<file path="config.mk">
export PLATFORM = sky130hd
export DESIGN_NAME = bsf_sequencer
export DESIGN_NICKNAME = d
export VERILOG_FILES = /design/src/bsf_pkg.sv /design/src/bsf_core_if.sv /design/src/bsf_sync.sv /design/src/bsf_osc.sv /design/src/bsf_sequencer.sv
export SDC_FILE = /design/constraint.sdc
export NUM_CORES = 1
export LEC_CHECK = 0
export BUFFER_PORTS_ARGS = -buffer_cell sky130_fd_sc_hd__buf_2
export CAP_MARGIN = 5
export CORE_ASPECT_RATIO = 0.7
export CORE_MARGIN = 2
export CORE_UTILIZATION = 45
export DETAILED_ROUTE_END_ITERATION = 6
export PLACE_DENSITY = 0.7
export SLEW_MARGIN = 40
export SYNTH_ARGS = -nofsm -noshare
export SYNTH_HDL_FRONTEND = slang
export SYNTH_SLANG_ARGS = --single-unit
export TNS_END_PERCENT = 1
</file>
<file path="constraint.sdc">
create_clock -name clock_i -period 5.75 [get_ports clock_i]
set_input_delay 1.15 -clock clock_i [delete_from_list [all_inputs] [get_ports clock_i]]
set_output_delay 1.15 -clock clock_i [all_outputs]
set_load 0.01 [all_outputs]
</file>
<file path="src/bsf_pkg.sv">
/*
 Shared constants and types of the buck start-up and fault sequencer.
 Assumes a 100 MHz system clock. Every comparator flag arrives as one bit
 of a single flag vector.
*/
package bsf_pkg;

   localparam int CLK_PERIOD_NS = 10;

   // how long the output must stay low before a trip
   localparam int UV_DELAY_NS = 30000;
   localparam int UV_DELAY_CYC =
      (UV_DELAY_NS + CLK_PERIOD_NS - 1) / CLK_PERIOD_NS;
   localparam int UV_CNT_W = 12;
   localparam logic [UV_CNT_W-1:0] UV_DELAY_LAST =
      UV_CNT_W'(UV_DELAY_CYC - 1);

   // default switching rate while the frequency-set pin is open
   localparam int SW_FREQ_KHZ = 200;
   localparam int SW_PERIOD_CYC =
      1000000 / (SW_FREQ_KHZ * CLK_PERIOD_NS);
   localparam int SW_CNT_W = 9;
   localparam logic [SW_CNT_W-1:0] SW_PERIOD_LAST =
      SW_CNT_W'(SW_PERIOD_CYC - 1);

   localparam logic [1:0] HICCUP_LIMIT = 2'h3;
   localparam logic [1:0] HICCUP_RESET = 2'h0;

   // bit positions in the flag vector
   localparam int FLAG_W = 10;
   localparam int F_VCC_OK = 0;
   localparam int F_SENSE_OK = 1;
   localparam int F_ENABLE = 2;
   localparam int F_RAMP_TOP = 3;
   localparam int F_RAMP_ARM = 4;
   localparam int F_RAMP_VALLEY = 5;
   localparam int F_RAMP_ZERO = 6;
   localparam int F_OUT_LOW = 7;
   localparam int F_SOFT_REF_LOW = 8;
   localparam int F_FREQ_OPEN = 9;

   localparam logic [FLAG_W-1:0] FLAG_RESET = 10'h000;

   typedef enum logic [1:0]
   {
      BSF_IDLE = 2'b00,
      BSF_SOFT = 2'b01,
      BSF_HICCUP = 2'b10,
      BSF_LATCHED = 2'b11
   } bsf_state_t;

endpackage

</file>
<file path="src/bsf_core_if.sv">
/*
 Carrier between the synchroniser, the oscillator and the sequencer core.
 Assumes all three parties sit on the same clock.
*/
`timescale 1ns/1ns
interface bsf_core_if;
   logic [bsf_pkg::FLAG_W-1:0] flags;
   logic run;
   logic ext_tick;
   logic tick;

   modport sync_mp (output flags);
   modport osc_mp (input run, input ext_tick, input flags, output tick);
   modport core_mp (input flags, input tick, output run, output ext_tick);
endinterface

</file>
<file path="src/bsf_sync.sv">
/*
 Two-stage synchroniser for the comparator flag vector.
 Assumes the flags are static levels from analog comparators.
*/
`timescale 1ns/1ns
module bsf_sync
(
   input wire logic clock_i,
   input wire logic rst_i,
   input wire logic ce_i,
   input wire logic [bsf_pkg::FLAG_W-1:0] raw_i,
   bsf_core_if.sync_mp link
);
   typedef struct packed
   {
      logic [bsf_pkg::FLAG_W-1:0] meta;
      logic [bsf_pkg::FLAG_W-1:0] stable;
   } bsf_sync_st_t;

   bsf_sync_st_t st_r;
   bsf_sync_st_t st_nxt;

   always_comb
   begin
      st_nxt = st_r;
      st_nxt.meta = raw_i;
      // first stage feeds the second stage only
      st_nxt.stable = st_r.meta;
   end

   always_ff @(posedge clock_i)
   begin
      if (rst_i)
      begin
         st_r <= '{meta: bsf_pkg::FLAG_RESET, stable: bsf_pkg::FLAG_RESET};
      end
      else if (ce_i)
      begin
         st_r <= st_nxt;
      end
   end

   assign link.flags = st_r.stable;
endmodule

</file>
<file path="src/bsf_osc.sv">
/*
 Switching-period tick: free-running 200 kHz default when the
 frequency-set pin is open, otherwise an externally timed tick.
 Assumes the external tick is a one-cycle pulse on the system clock.
*/
`timescale 1ns/1ns
module bsf_osc
(
   input wire logic clock_i,
   input wire logic rst_i,
   input wire logic ce_i,
   bsf_core_if.osc_mp link
);
   typedef struct packed
   {
      logic [bsf_pkg::SW_CNT_W-1:0] cnt;
      logic tick;
   } bsf_osc_st_t;

   bsf_osc_st_t st_r;
   bsf_osc_st_t st_nxt;

   always_comb
   begin
      st_nxt = st_r;
      st_nxt.tick = 1'b0;
      if (!link.run)
      begin
         st_nxt.cnt = '0;
      end
      else if (link.flags[bsf_pkg::F_FREQ_OPEN])
      begin
         if (st_r.cnt == bsf_pkg::SW_PERIOD_LAST)
         begin
            st_nxt.cnt = '0;
            st_nxt.tick = 1'b1;
         end
         else
         begin
            st_nxt.cnt = st_r.cnt + 1'b1;
         end
      end
      else
      begin
         st_nxt.tick = link.ext_tick;
      end
   end

   always_ff @(posedge clock_i)
   begin
      if (rst_i)
      begin
         st_r <= '{cnt: '0, tick: 1'b0};
      end
      else if (ce_i)
      begin
         st_r <= st_nxt;
      end
   end

   assign link.tick = st_r.tick;
endmodule

</file>
<file path="src/bsf_sequencer.sv">
/*
 Start-up, soft-start and output-fault sequencer of a buck controller:
 readiness gating, ramp charge and discharge control, gate-drive enables,
 output undervoltage qualification, hiccup retries and latched shutdown.
 Assumes comparator flags from the analog side and a 100 MHz clock.
*/
// What this block does
// - start soft-start once supply, input, enable ready
// - input ready only above the sense threshold
// - enable low keeps both drivers off
// - rising enable after supplies starts soft-start
// - charge ramp during soft-start up to top
// - follow smaller of ramp and internal reference
// - force modulator low below sawtooth valley
// - lower switch off until upper switches
// - arm undervoltage only active and ramp high
// - trip after output low for 30us
// - hiccup first turns both drives off
// - hiccup discharges ramp, restarts at zero
// - retry soft-start re-trips on lasting short
// - latch off after three hiccups, supply releases
// - clear hiccup count on supply or enable loss
// - switch at 200kHz with pin open
`timescale 1ns/1ns
module bsf_sequencer
(
   input wire logic clock_i,
   input wire logic rst_i,
   input wire logic ce_i,
   input wire logic vcc_ok_i,
   input wire logic input_sense_pin_ok_i,
   input wire logic enable_i,
   input wire logic ramp_at_top_i,
   input wire logic ramp_above_arm_i,
   input wire logic ramp_above_valley_i,
   input wire logic ramp_at_zero_i,
   input wire logic output_low_trip_i,
   input wire logic ramp_reference_offset_low_i,
   input wire logic frequency_set_pin_open_i,
   input wire logic ext_switch_tick_i,
   output logic upper_drive_en_o,
   output logic lower_drive_en_o,
   output logic pwm_force_low_o,
   output logic soft_ref_select_o,
   output logic ramp_charge_o,
   output logic ramp_discharge_o,
   output logic switch_tick_o,
   output logic uv_armed_o,
   output logic in_hiccup_o,
   output logic latched_off_o,
   output logic [1:0] hiccup_count_o
);
   typedef struct packed
   {
      bsf_pkg::bsf_state_t state;
      logic [bsf_pkg::UV_CNT_W-1:0] uv_cnt;
      logic [1:0] hiccups;
      logic upper_started;
      logic upper_en;
      logic lower_en;
      logic force_low;
      logic soft_ref;
      logic charge;
      logic discharge;
      logic tick;
      logic armed;
   } bsf_seq_st_t;

   bsf_seq_st_t st_r;
   bsf_seq_st_t st_nxt;

   bsf_core_if core_link ();

   logic [bsf_pkg::FLAG_W-1:0] raw_flags;
   logic [bsf_pkg::FLAG_W-1:0] f;
   logic vcc_ok;
   logic enable;
   logic ready;
   logic uv_trip;

   always_comb
   begin
      raw_flags = bsf_pkg::FLAG_RESET;
      raw_flags[bsf_pkg::F_VCC_OK] = vcc_ok_i;
      raw_flags[bsf_pkg::F_SENSE_OK] = input_sense_pin_ok_i;
      raw_flags[bsf_pkg::F_ENABLE] = enable_i;
      raw_flags[bsf_pkg::F_RAMP_TOP] = ramp_at_top_i;
      raw_flags[bsf_pkg::F_RAMP_ARM] = ramp_above_arm_i;
      raw_flags[bsf_pkg::F_RAMP_VALLEY] = ramp_above_valley_i;
      raw_flags[bsf_pkg::F_RAMP_ZERO] = ramp_at_zero_i;
      raw_flags[bsf_pkg::F_OUT_LOW] = output_low_trip_i;
      raw_flags[bsf_pkg::F_SOFT_REF_LOW] = ramp_reference_offset_low_i;
      raw_flags[bsf_pkg::F_FREQ_OPEN] = frequency_set_pin_open_i;
   end

   // all comparator levels go through two stages first
   bsf_sync u_sync
   (
      .clock_i(clock_i),
      .rst_i(rst_i),
      .ce_i(ce_i),
      .raw_i(raw_flags),
      .link(core_link.sync_mp)
   );

   bsf_osc u_osc
   (
      .clock_i(clock_i),
      .rst_i(rst_i),
      .ce_i(ce_i),
      .link(core_link.osc_mp)
   );

   // oscillator only runs while the converter is soft-starting or running
   assign core_link.run = (st_r.state == bsf_pkg::BSF_SOFT);
   assign core_link.ext_tick = ext_switch_tick_i;

   assign f = core_link.flags;
   assign vcc_ok = f[bsf_pkg::F_VCC_OK];
   assign enable = f[bsf_pkg::F_ENABLE];
   // sense flag is the comparator above the input threshold
   assign ready = vcc_ok & f[bsf_pkg::F_SENSE_OK] & enable;

   // output must stay low for the full count while armed
   assign uv_trip = st_r.armed & f[bsf_pkg::F_OUT_LOW] &
      (st_r.uv_cnt == bsf_pkg::UV_DELAY_LAST);

   always_comb
   begin
      st_nxt = st_r;
      case (st_r.state)
         bsf_pkg::BSF_IDLE:
         begin
            st_nxt.upper_started = 1'b0;
            // no power-on order: whichever flag comes last starts it
            if (ready)
            begin
               st_nxt.state = bsf_pkg::BSF_SOFT;
            end
         end
         bsf_pkg::BSF_SOFT:
         begin
            if (!ready)
            begin
               st_nxt.state = bsf_pkg::BSF_IDLE;
            end
            else if (uv_trip)
            begin
               st_nxt.state = bsf_pkg::BSF_HICCUP;
               if (st_r.hiccups != bsf_pkg::HICCUP_LIMIT)
               begin
                  st_nxt.hiccups = st_r.hiccups + 1'b1;
               end
            end
         end
         bsf_pkg::BSF_HICCUP:
         begin
            st_nxt.upper_started = 1'b0;
            // ramp back at zero ends the hiccup
            if (f[bsf_pkg::F_RAMP_ZERO])
            begin
               if (st_r.hiccups == bsf_pkg::HICCUP_LIMIT)
               begin
                  st_nxt.state = bsf_pkg::BSF_LATCHED;
               end
               else
               begin
                  st_nxt.state = bsf_pkg::BSF_SOFT;
               end
            end
         end
         bsf_pkg::BSF_LATCHED:
         begin
            st_nxt.upper_started = 1'b0;
         end
         default:
         begin
            st_nxt.state = bsf_pkg::BSF_IDLE;
         end
      endcase

      // enable low drops a running converter; the latch needs supply loss
      if (!enable && st_r.state != bsf_pkg::BSF_LATCHED)
      begin
         st_nxt.state = bsf_pkg::BSF_IDLE;
      end
      if (!vcc_ok)
      begin
         st_nxt.state = bsf_pkg::BSF_IDLE;
      end
      if (!vcc_ok || !enable)
      begin
         st_nxt.hiccups = bsf_pkg::HICCUP_RESET;
      end

      // qualification counter restarts whenever the output recovers
      if (st_r.armed && f[bsf_pkg::F_OUT_LOW] && !uv_trip)
      begin
         st_nxt.uv_cnt = st_r.uv_cnt + 1'b1;
      end
      else
      begin
         st_nxt.uv_cnt = '0;
      end

      // first real pulse of the upper switch frees the lower one
      if (st_r.state == bsf_pkg::BSF_SOFT && core_link.tick &&
         f[bsf_pkg::F_RAMP_VALLEY])
      begin
         st_nxt.upper_started = 1'b1;
      end
      if (st_nxt.state != bsf_pkg::BSF_SOFT)
      begin
         st_nxt.upper_started = 1'b0;
      end

      // outputs follow the next state so they switch with it
      st_nxt.upper_en = (st_nxt.state == bsf_pkg::BSF_SOFT);
      st_nxt.lower_en = st_nxt.upper_en & st_nxt.upper_started;
      st_nxt.force_low = st_nxt.upper_en &
         !f[bsf_pkg::F_RAMP_VALLEY];
      st_nxt.soft_ref = st_nxt.upper_en &
         f[bsf_pkg::F_SOFT_REF_LOW];
      // source stops at the top level; the ramp then sits there
      st_nxt.charge = st_nxt.upper_en & !f[bsf_pkg::F_RAMP_TOP];
      st_nxt.discharge = (st_nxt.state == bsf_pkg::BSF_HICCUP) &
         !f[bsf_pkg::F_RAMP_ZERO];
      st_nxt.armed = st_nxt.upper_en & f[bsf_pkg::F_RAMP_ARM];
      st_nxt.tick = core_link.tick & st_nxt.upper_en;
   end

   always_ff @(posedge clock_i)
   begin
      if (rst_i)
      begin
         st_r <= '{
            state: bsf_pkg::BSF_IDLE,
            uv_cnt: '0,
            hiccups: bsf_pkg::HICCUP_RESET,
            default: 1'b0
         };
      end
      else if (ce_i)
      begin
         st_r <= st_nxt;
      end
   end

   assign upper_drive_en_o = st_r.upper_en;
   assign lower_drive_en_o = st_r.lower_en;
   assign pwm_force_low_o = st_r.force_low;
   assign soft_ref_select_o = st_r.soft_ref;
   assign ramp_charge_o = st_r.charge;
   assign ramp_discharge_o = st_r.discharge;
   assign switch_tick_o = st_r.tick;
   assign uv_armed_o = st_r.armed;
   assign in_hiccup_o = (st_r.state == bsf_pkg::BSF_HICCUP);
   assign latched_off_o = (st_r.state == bsf_pkg::BSF_LATCHED);
   assign hiccup_count_o = st_r.hiccups;
endmodule

</file>
==> results of run 1 <==
-- through the flow --
stage                     cells  utilization [%]  setup slack (ns)  total power [mW]
after detailed placement    347             48.9              3.01             0.436
after global routing        355             50.8              3.19             0.678
after floorplan             264                -              3.48             0.424
after CTS                   355             50.8              3.33             0.655
after global placement      347             48.9              2.70             0.434
final                       355             50.8              3.33             0.647
-- area by class of cell --
cell class	instances	area (µm²)
Clock buffer	5	68.8
Clock inverter	3	28.8
Inverter	2	7.51
Sequential cell	54	1080
Tap cell	72	90.1
Fill cell	533	2540
Multi-Input combinational cell	194	1230
Timing Repair Buffer	25	128
-- worst paths after layout --
| kind | start | end | slack [ns] |
|---|---|---|---|
| setup / recovery | ce_i | u_osc.st_r[6] | 3.33 |
| hold / removal | u_sync.link.flags[3] | ramp_charge_o | 0.46 |
| setup reg to reg | st_r[11] | hiccup_count_o[0] | 3.44 |
| hold reg to reg | u_sync.link.flags[3] | ramp_charge_o | 0.46 |
-- metal layers --
| layer | track usage, % | share of wire, % |
|---|---|---|
| met1 | 24.9 | 55 |
| met2 | 23.9 | 39 |
| met3 | 5.12 | 5.4 |
| met4 | 3.98 | 0.71 |
| met5 | 0 | 0 |
-- placed cells by master, fill, tap and decap left out, types with 2 or more instances in the layout --
cell type and instances:
nand4_1 9, or3_1 2, nand2_1 24, nand2b_1 5, or4_1 2, inv_1 2
and4_1 2, ha_1 3, buf_2 24, nor2_1 44, o211ai_1 3, o21ai_0 4
xor2_1 11, or3b_1 2, nor2b_1 4, nor3_1 4, nor4_1 3, mux2i_1 22
nand4b_1 2, nand3_1 10, xnor2_1 7, dfxtp_1 54, o31ai_1 3, a21oi_1 8
and3_1 3, clkbuf_8 5, clkinv_4 2, and2_1 3
-- worst max-delay path, stage by stage --
cell	delay [ns]
buf_4	0.44
inv_1	0.22
or4b_1	0.57
xor2_1	0.15
nor2_1	0.05
-- synthesized netlist by cell type, types with 3 or more instances --
master    number  area share [%]
a21oi_1        8             1.7
and3_1         3            0.79
nand3_1       10             2.1
nand2_1       24             3.8
nand2b_1       5             1.3
nor2_1        44             6.9
o21ai_0        4            0.84
nor4_1         3            0.79
nor2b_1        4             1.1
nor3_1         4            0.84
xor2_1        11             4.0
mux2i_1       22             9.3
o31ai_1        3            0.95
buf_4          3            0.95
xnor2_1        7             2.6
dfxtp_1       54              45
o211ai_1       3            0.95
and2_1         3            0.79
nand4_1        9             2.4
ha_1           3             1.6
clkbuf_1      10             1.6
-- kinds of logic (layout without fill, tap and decap cells) --
logic type | after synthesis | in the layout
flip-flops | 54 | 54
AND/OR/NAND/NOR | 123 | 123
XOR/XNOR | 18 | 18
multiplexers | 22 | 22
buffers and inverters | 16 | 35
adder cells (fa/ha/maj) | 3 | 3
AO/OA/AOI/OAI | 28 | 28
-- state kept, by name (all words and copies together), names as in the netlist, 2 cells and up --
register,flops
u_osc.st_r,9
u_sync.link.flags,10
hiccup_count_o,2
st_r,15
u_sync.st_nxt,10
-- power by group through the flow --
stage          Clock, mW  Combinational [mW]  Sequential [mW]
5_1_grt            0.245              0.0427            0.390
4_1_cts            0.228              0.0383            0.389
6_report           0.220              0.0379            0.389
3_3_place_gp           0              0.0373            0.397
3_5_place_dp           0              0.0381            0.398
2_1_floorplan          0              0.0292            0.395
==> impl_metrics.prom, run 1 <==
# TYPE chip_impl_metric gauge
chip_impl_info{name="outcome",value="finished, final reports clean"} 1
chip_impl_metric{name="postSynthNetCount",unit=""} 281
chip_impl_metric{name="crit_path_dat",unit="ns"} 2.60
chip_impl_metric{name="dieArea",unit="µm²"} 5900
chip_impl_metric{name="pin_count_of_the_biggest_net_entering_global_routing",unit=""} 43
chip_impl_metric{name="final-max-slew-violation-count",unit=""} 0
chip_impl_metric{name="syn-mean-instance-area",unit="µm²"} 9.01
chip_impl_metric{name="post-cts-setup-buffer-count",unit=""} 0
chip_impl_metric{name="cap_violations",unit=""} 0
chip_impl_metric{name="yosysUniqueCellTypes",unit=""} 42
chip_impl_metric{name="clock_power_share",unit="%"} 34.0
chip_impl_metric{name="synth-compound-area-share",unit="%"} 8.10
chip_impl_metric{name="via_count_of_the_first_global_routing_pass",unit=""} 1696
chip_impl_info{name="tritoncts_clock_tree",value="yes"} 1
chip_impl_metric{name="io_buffers",unit=""} 25
chip_impl_metric{name="combPwrFrac",unit="%"} 5.9
chip_impl_metric{name="grt_pass1_wl",unit="mm"} 8.08
chip_impl_metric{name="yosysSeqAreaShare",unit="%"} 45.4
chip_impl_metric{name="routed-via-count",unit=""} 1874
chip_impl_metric{name="remaining_drc_errors",unit=""} 0
chip_impl_metric{name="ctsLongestPathBuffers",unit=""} 2
chip_impl_metric{name="tightest_pin_transition",unit="ns"} 0.643
chip_impl_metric{name="pwr-share-seq",unit="%"} 60.1
chip_impl_metric{name="synth_seq_cells",unit=""} 54
chip_impl_metric{name="clkSlewWorstSetupHoldPaths",unit="ns"} 0.11
chip_impl_info{name="path_class",value="in2reg"} 1
chip_impl_info{name="critical_path.startpoint_type",value="input pin"} 1
chip_impl_metric{name="ioPinCount",unit=""} 26
chip_impl_metric{name="cts_resized",unit=""} 0
chip_impl_metric{name="drt_iter0_drc",unit=""} 128
chip_impl_metric{name="antenna_found_initial",unit=""} 0
chip_impl_metric{name="finalWorstPathRequiredPeriod",unit="ns"} 2.42
chip_impl_metric{name="min_period_over_period",unit="%"} 42.1
chip_impl_metric{name="synth_edf_count",unit=""} 0
chip_impl_metric{name="final_routed_wirelength",unit="mm"} 4.80
chip_impl_metric{name="max_clock_freq",unit="GHz"} 0.413
chip_impl_metric{name="holdPathStages",unit=""} 1
chip_impl_metric{name="fin_hold_ws",unit="ns"} 0.460
chip_impl_metric{name="antenna_viol_nets_final",unit=""} 0
chip_impl_metric{name="slew_headroom",unit="%"} 57.2
chip_impl_metric{name="area_inside_the_core_boundary",unit="µm²"} 5170
chip_impl_metric{name="synthXorXnorAreaFrac",unit="%"} 6.62
chip_impl_info{name="synth_top_family_by_area",value="simple AND/OR/NAND/NOR gates"} 1
chip_impl_metric{name="cts-buffers-inserted",unit=""} 5
chip_impl_metric{name="grt_overflow",unit=""} 0
chip_impl_metric{name="drtPass1Iterations",unit=""} 4
chip_impl_info{name="synthFlopType",value="dfxtp_1"} 1
chip_impl_metric{name="final_cell_area",unit="µm²"} 2630
chip_impl_metric{name="netlist_area",unit="µm²"} 2380
chip_impl_metric{name="syn-instance-count",unit=""} 264
chip_impl_metric{name="fp.dieH",unit="µm"} 64.8
chip_impl_metric{name="dpl-instance-area",unit="µm²"} 2530
chip_impl_metric{name="hold_buffers",unit=""} 0
chip_impl_metric{name="synth.mux.area_fraction",unit="%"} 9.25
chip_impl_metric{name="cellLeakagePower",unit="nW"} 1.02
chip_impl_metric{name="power.ir.vdd_worst",unit="V"} 0.000108
chip_impl_info{name="holdCritPathClass",value="reg2reg"} 1
chip_impl_info{name="root_buffer_master",value="clkbuf_8"} 1
chip_impl_metric{name="switching_power",unit="µW"} 159
chip_impl_metric{name="drt-wirelength-per-cell",unit="µm"} 13.5
chip_impl_metric{name="layout-area-overhead-vs-synth",unit="%"} 10.5
chip_impl_info{name="worstSetupEndpointType",value="flip-flop"} 1
chip_impl_metric{name="setup_viol",unit=""} 0
chip_impl_metric{name="clk-insertion-delay-late",unit="ns"} 0.31
chip_impl_metric{name="worst-path-max-fanout",unit=""} 42
chip_impl_metric{name="finalWeightedCongestion",unit=""} 0.865
chip_impl_metric{name="chipWidth",unit="µm"} 90.9
chip_impl_metric{name="yosys.area_share.adder",unit="%"} 1.58
chip_impl_metric{name="rows",unit=""} 22
chip_impl_metric{name="synth-simple-area-share",unit="%"} 26.0
chip_impl_metric{name="initial_utilization",unit="%"} 46.0
chip_impl_metric{name="power.density_cell_area",unit="nW/µm²"} 246
chip_impl_metric{name="diodes",unit=""} 0
chip_impl_metric{name="final_hold_viol_count",unit=""} 0
chip_impl_metric{name="nNetsFinal",unit=""} 299
chip_impl_metric{name="detail_route.vias_per_cell",unit=""} 5.28
chip_impl_metric{name="clock-skew-final",unit="ns"} 0.00911
chip_impl_metric{name="cts_sinks",unit=""} 54
chip_impl_info{name="rsz0062_at_grt",value="no"} 1
chip_impl_metric{name="ys_async_sr_fraction",unit="%"} 0
chip_impl_metric{name="swShare",unit="%"} 24.6
chip_impl_metric{name="track_usage",unit="%"} 16.9
chip_impl_metric{name="r2r.worst_path.cells",unit=""} 5
chip_impl_metric{name="fraction_of_layout_cells_with_a_size_suffix_above_1",unit="%"} 13.1
chip_impl_metric{name="setup_total_negative_slack",unit="ns"} 0
chip_impl_metric{name="ys_warn_count",unit=""} 0
chip_impl_metric{name="dpl.hpwl",unit="mm"} 3.35
chip_impl_metric{name="internal_power",unit="µW"} 488
chip_impl_metric{name="worst_ep_required_time",unit="ns"} 5.93
chip_impl_metric{name="htreeDepth",unit=""} 2
Note: power is estimated with default switching activity, not from simulation.
==> run 2, diff against run 1 <==
Settings changed: PLACE_DENSITY 0.7 to 0.72.
Clock period 5.75 ns to 2.05 ns, I/O delays scaled along.
==> impl_metrics.prom, run 2 (same netlist as run 1, synthesis figures left out) <==
# TYPE chip_impl_metric gauge
chip_impl_metric{name="worst-path-max-fanout",unit=""} 4
chip_impl_metric{name="internal_power",unit="mW"} 1.35
chip_impl_metric{name="wl_met3",unit="µm"} 263
chip_impl_info{name="worstSetupEndpointType",value="flip-flop"} 1
chip_impl_metric{name="combPwrFrac",unit="%"} 6.5
chip_impl_metric{name="clkSlewWorstSetupHoldPaths",unit="ns"} 0.09
chip_impl_info{name="mostFrequentLayoutCells",value="dfxtp_1, nor2_1, buf_2"} 1
chip_impl_metric{name="timing.final.ws_setup",unit="ns"} 0.0656
chip_impl_metric{name="drtPass1Iterations",unit=""} 4
chip_impl_metric{name="slew_headroom",unit="%"} 57.7
chip_impl_metric{name="chipWidth",unit="µm"} 90.9
chip_impl_metric{name="cap_violations",unit=""} 0
chip_impl_metric{name="cts-buffers-inserted",unit=""} 5
chip_impl_metric{name="swShare",unit="%"} 23.8
chip_impl_info{name="crit_start",value="st_r[17]"} 1
chip_impl_info{name="tritoncts_clock_tree",value="yes"} 1
chip_impl_metric{name="min_period_over_period",unit="%"} 96.8
chip_impl_metric{name="finalWorstPathRequiredPeriod",unit="ns"} 1.98
chip_impl_metric{name="grt_overflow",unit=""} 0
chip_impl_metric{name="layout.filler_cells",unit=""} 518
chip_impl_metric{name="antenna_viol_nets_final",unit=""} 0
chip_impl_metric{name="dpl.hpwl",unit="mm"} 3.53
chip_impl_metric{name="diodes",unit=""} 0
chip_impl_metric{name="routed-via-count",unit=""} 1914
chip_impl_metric{name="htreeDepth",unit=""} 2
chip_impl_metric{name="tightest_pin_transition",unit="ns"} 0.635
chip_impl_metric{name="ioPinCount",unit=""} 26
chip_impl_metric{name="largest_register_ffs",unit=""} 15
chip_impl_metric{name="clock-skew-final",unit="ns"} 0.00486
chip_impl_metric{name="holdPathStages",unit=""} 3
chip_impl_info{name="outcome",value="finished, final reports clean"} 1
chip_impl_metric{name="final_routed_wirelength",unit="mm"} 4.86
chip_impl_metric{name="fraction_of_layout_cells_with_a_size_suffix_above_1",unit="%"} 16.8
chip_impl_metric{name="rows",unit=""} 22
chip_impl_metric{name="setup_total_negative_slack",unit="ns"} 0
chip_impl_metric{name="initial_utilization",unit="%"} 46.0
chip_impl_metric{name="pwr-share-seq",unit="%"} 61.3
chip_impl_metric{name="clk-insertion-delay-late",unit="ns"} 0.30
chip_impl_info{name="final_common_cell",value="dfxtp_1"} 1
chip_impl_metric{name="switching_power",unit="µW"} 424
chip_impl_metric{name="layout-area-overhead-vs-synth",unit="%"} 13.9
chip_impl_metric{name="ctsLongestPathBuffers",unit=""} 2
chip_impl_metric{name="fp.dieH",unit="µm"} 64.8
chip_impl_metric{name="remaining_drc_errors",unit=""} 0
chip_impl_metric{name="crit_path_dat",unit="ns"} 2.22
chip_impl_metric{name="nNetsFinal",unit=""} 309
chip_impl_metric{name="final_hold_viol_count",unit=""} 0
chip_impl_metric{name="antenna_found_initial",unit=""} 0
chip_impl_metric{name="track_usage",unit="%"} 18.1
chip_impl_metric{name="power",unit="mW"} 1.78
chip_impl_metric{name="power.density_cell_area",unit="nW/µm²"} 656
chip_impl_metric{name="pin_count_of_the_biggest_net_entering_global_routing",unit=""} 38
chip_impl_metric{name="dieArea",unit="µm²"} 5900
chip_impl_metric{name="finalWeightedCongestion",unit=""} 0.802
chip_impl_metric{name="io_buffers",unit=""} 25
chip_impl_metric{name="worst_ep_required_time",unit="ns"} 2.29
chip_impl_metric{name="drt_iter0_drc",unit=""} 190
chip_impl_metric{name="cellLeakagePower",unit="nW"} 1.06
chip_impl_metric{name="met1Wirelength",unit="mm"} 2.57
chip_impl_metric{name="final_core_util",unit="%"} 52.4
chip_impl_metric{name="detail_route.vias_per_cell",unit=""} 5.26
chip_impl_info{name="path_class",value="reg2reg"} 1
chip_impl_info{name="holdCritPathClass",value="in2reg"} 1
chip_impl_info{name="root_buffer_master",value="clkbuf_8"} 1
chip_impl_metric{name="post-cts-setup-buffer-count",unit=""} 0
chip_impl_metric{name="pre_cts_slack",unit="ns"} 0.0621
chip_impl_info{name="dr.max_layer_used",value="met4"} 1
chip_impl_metric{name="via_count_of_the_first_global_routing_pass",unit=""} 1795
chip_impl_metric{name="clock_power_share",unit="%"} 32.3
chip_impl_info{name="critical_path.startpoint_type",value="flip-flop"} 1
chip_impl_metric{name="power.ir.vdd_worst",unit="V"} 0.000450
chip_impl_metric{name="final-max-slew-violation-count",unit=""} 0
chip_impl_metric{name="r2r.worst_path.cells",unit=""} 4
chip_impl_metric{name="max_clock_freq",unit="GHz"} 0.504
chip_impl_metric{name="met2WireLength",unit="mm"} 1.98
chip_impl_info{name="crit-reg2reg-launch",value="st_r[17]"} 1
chip_impl_metric{name="grt_pass1_wl",unit="mm"} 8.53
chip_impl_info{name="registers.top_by_ff_count",value="st_r"} 1
chip_impl_metric{name="area_inside_the_core_boundary",unit="µm²"} 5170
chip_impl_info{name="hold_path.startpoint",value="enable_i"} 1
chip_impl_metric{name="drt-wirelength-per-cell",unit="µm"} 13.4
chip_impl_metric{name="cts_sinks",unit=""} 54
chip_impl_metric{name="setup_viol",unit=""} 0
run 2: power groups by stage:
stage	Clock, mW	Combinational (mW)	Sequential (mW)
3_5_place_dp	0	0.116	1.11
2_1_floorplan	0	0.0821	1.11
6_report	0.574	0.115	1.09
3_3_place_gp	0	0.113	1.11
4_1_cts	0.592	0.116	1.09
5_1_grt	0.645	0.130	1.09
run 2: cell type report:
class | instances | area, µm² | share of cell area [%]
clock buffers | 5 | 68.8 | 2.54
clock inverters | 2 | 15.0 | 0.554
inverters | 2 | 7.51 | 0.277
multi-input cells | 194 | 1230 | 45.6
flip-flops and latches | 54 | 1080 | 39.9
well taps | 72 | 90.1 | 3.32
repair buffers | 35 | 213 | 7.85
run 2: path summary, 6_finish.rpt:
path              slack [ns]                end
setup / recovery        0.07  hiccup_count_o[0]
hold / removal          0.34   u_sync.st_nxt[2]
setup reg to reg        0.07  hiccup_count_o[0]
hold reg to reg         0.47  soft_ref_select_o
run 2: per-layer routing:
metal,vias up,track usage (%)
li1,980,-
met5,-,0
met3,5,5.12
met4,0,5.30
met2,55,25.4
met1,874,26.6
run 2: repair_timing:
item / CTS / global route
gates resized for setup: 0 / 2
hold buffers: 0 / 0
setup endpoints to repair: 0 / 2
run 2: through the flow:
stage	area, µm²	hold WS [ns]	instances
after CTS	2700	0.327	364
after global placement	2620	0.432	357
after global routing	2710	0.338	364
final	2710	0.335	364
after detailed placement	2620	0.448	357
after floorplan	2380	0.423	264
run 2: critical path: stages (launching register included):
cell     delay (ns)
dfxtp_1        0.34
or3b_4         0.40
or4_4          0.53
or4_1          0.51
a21oi_1        0.14
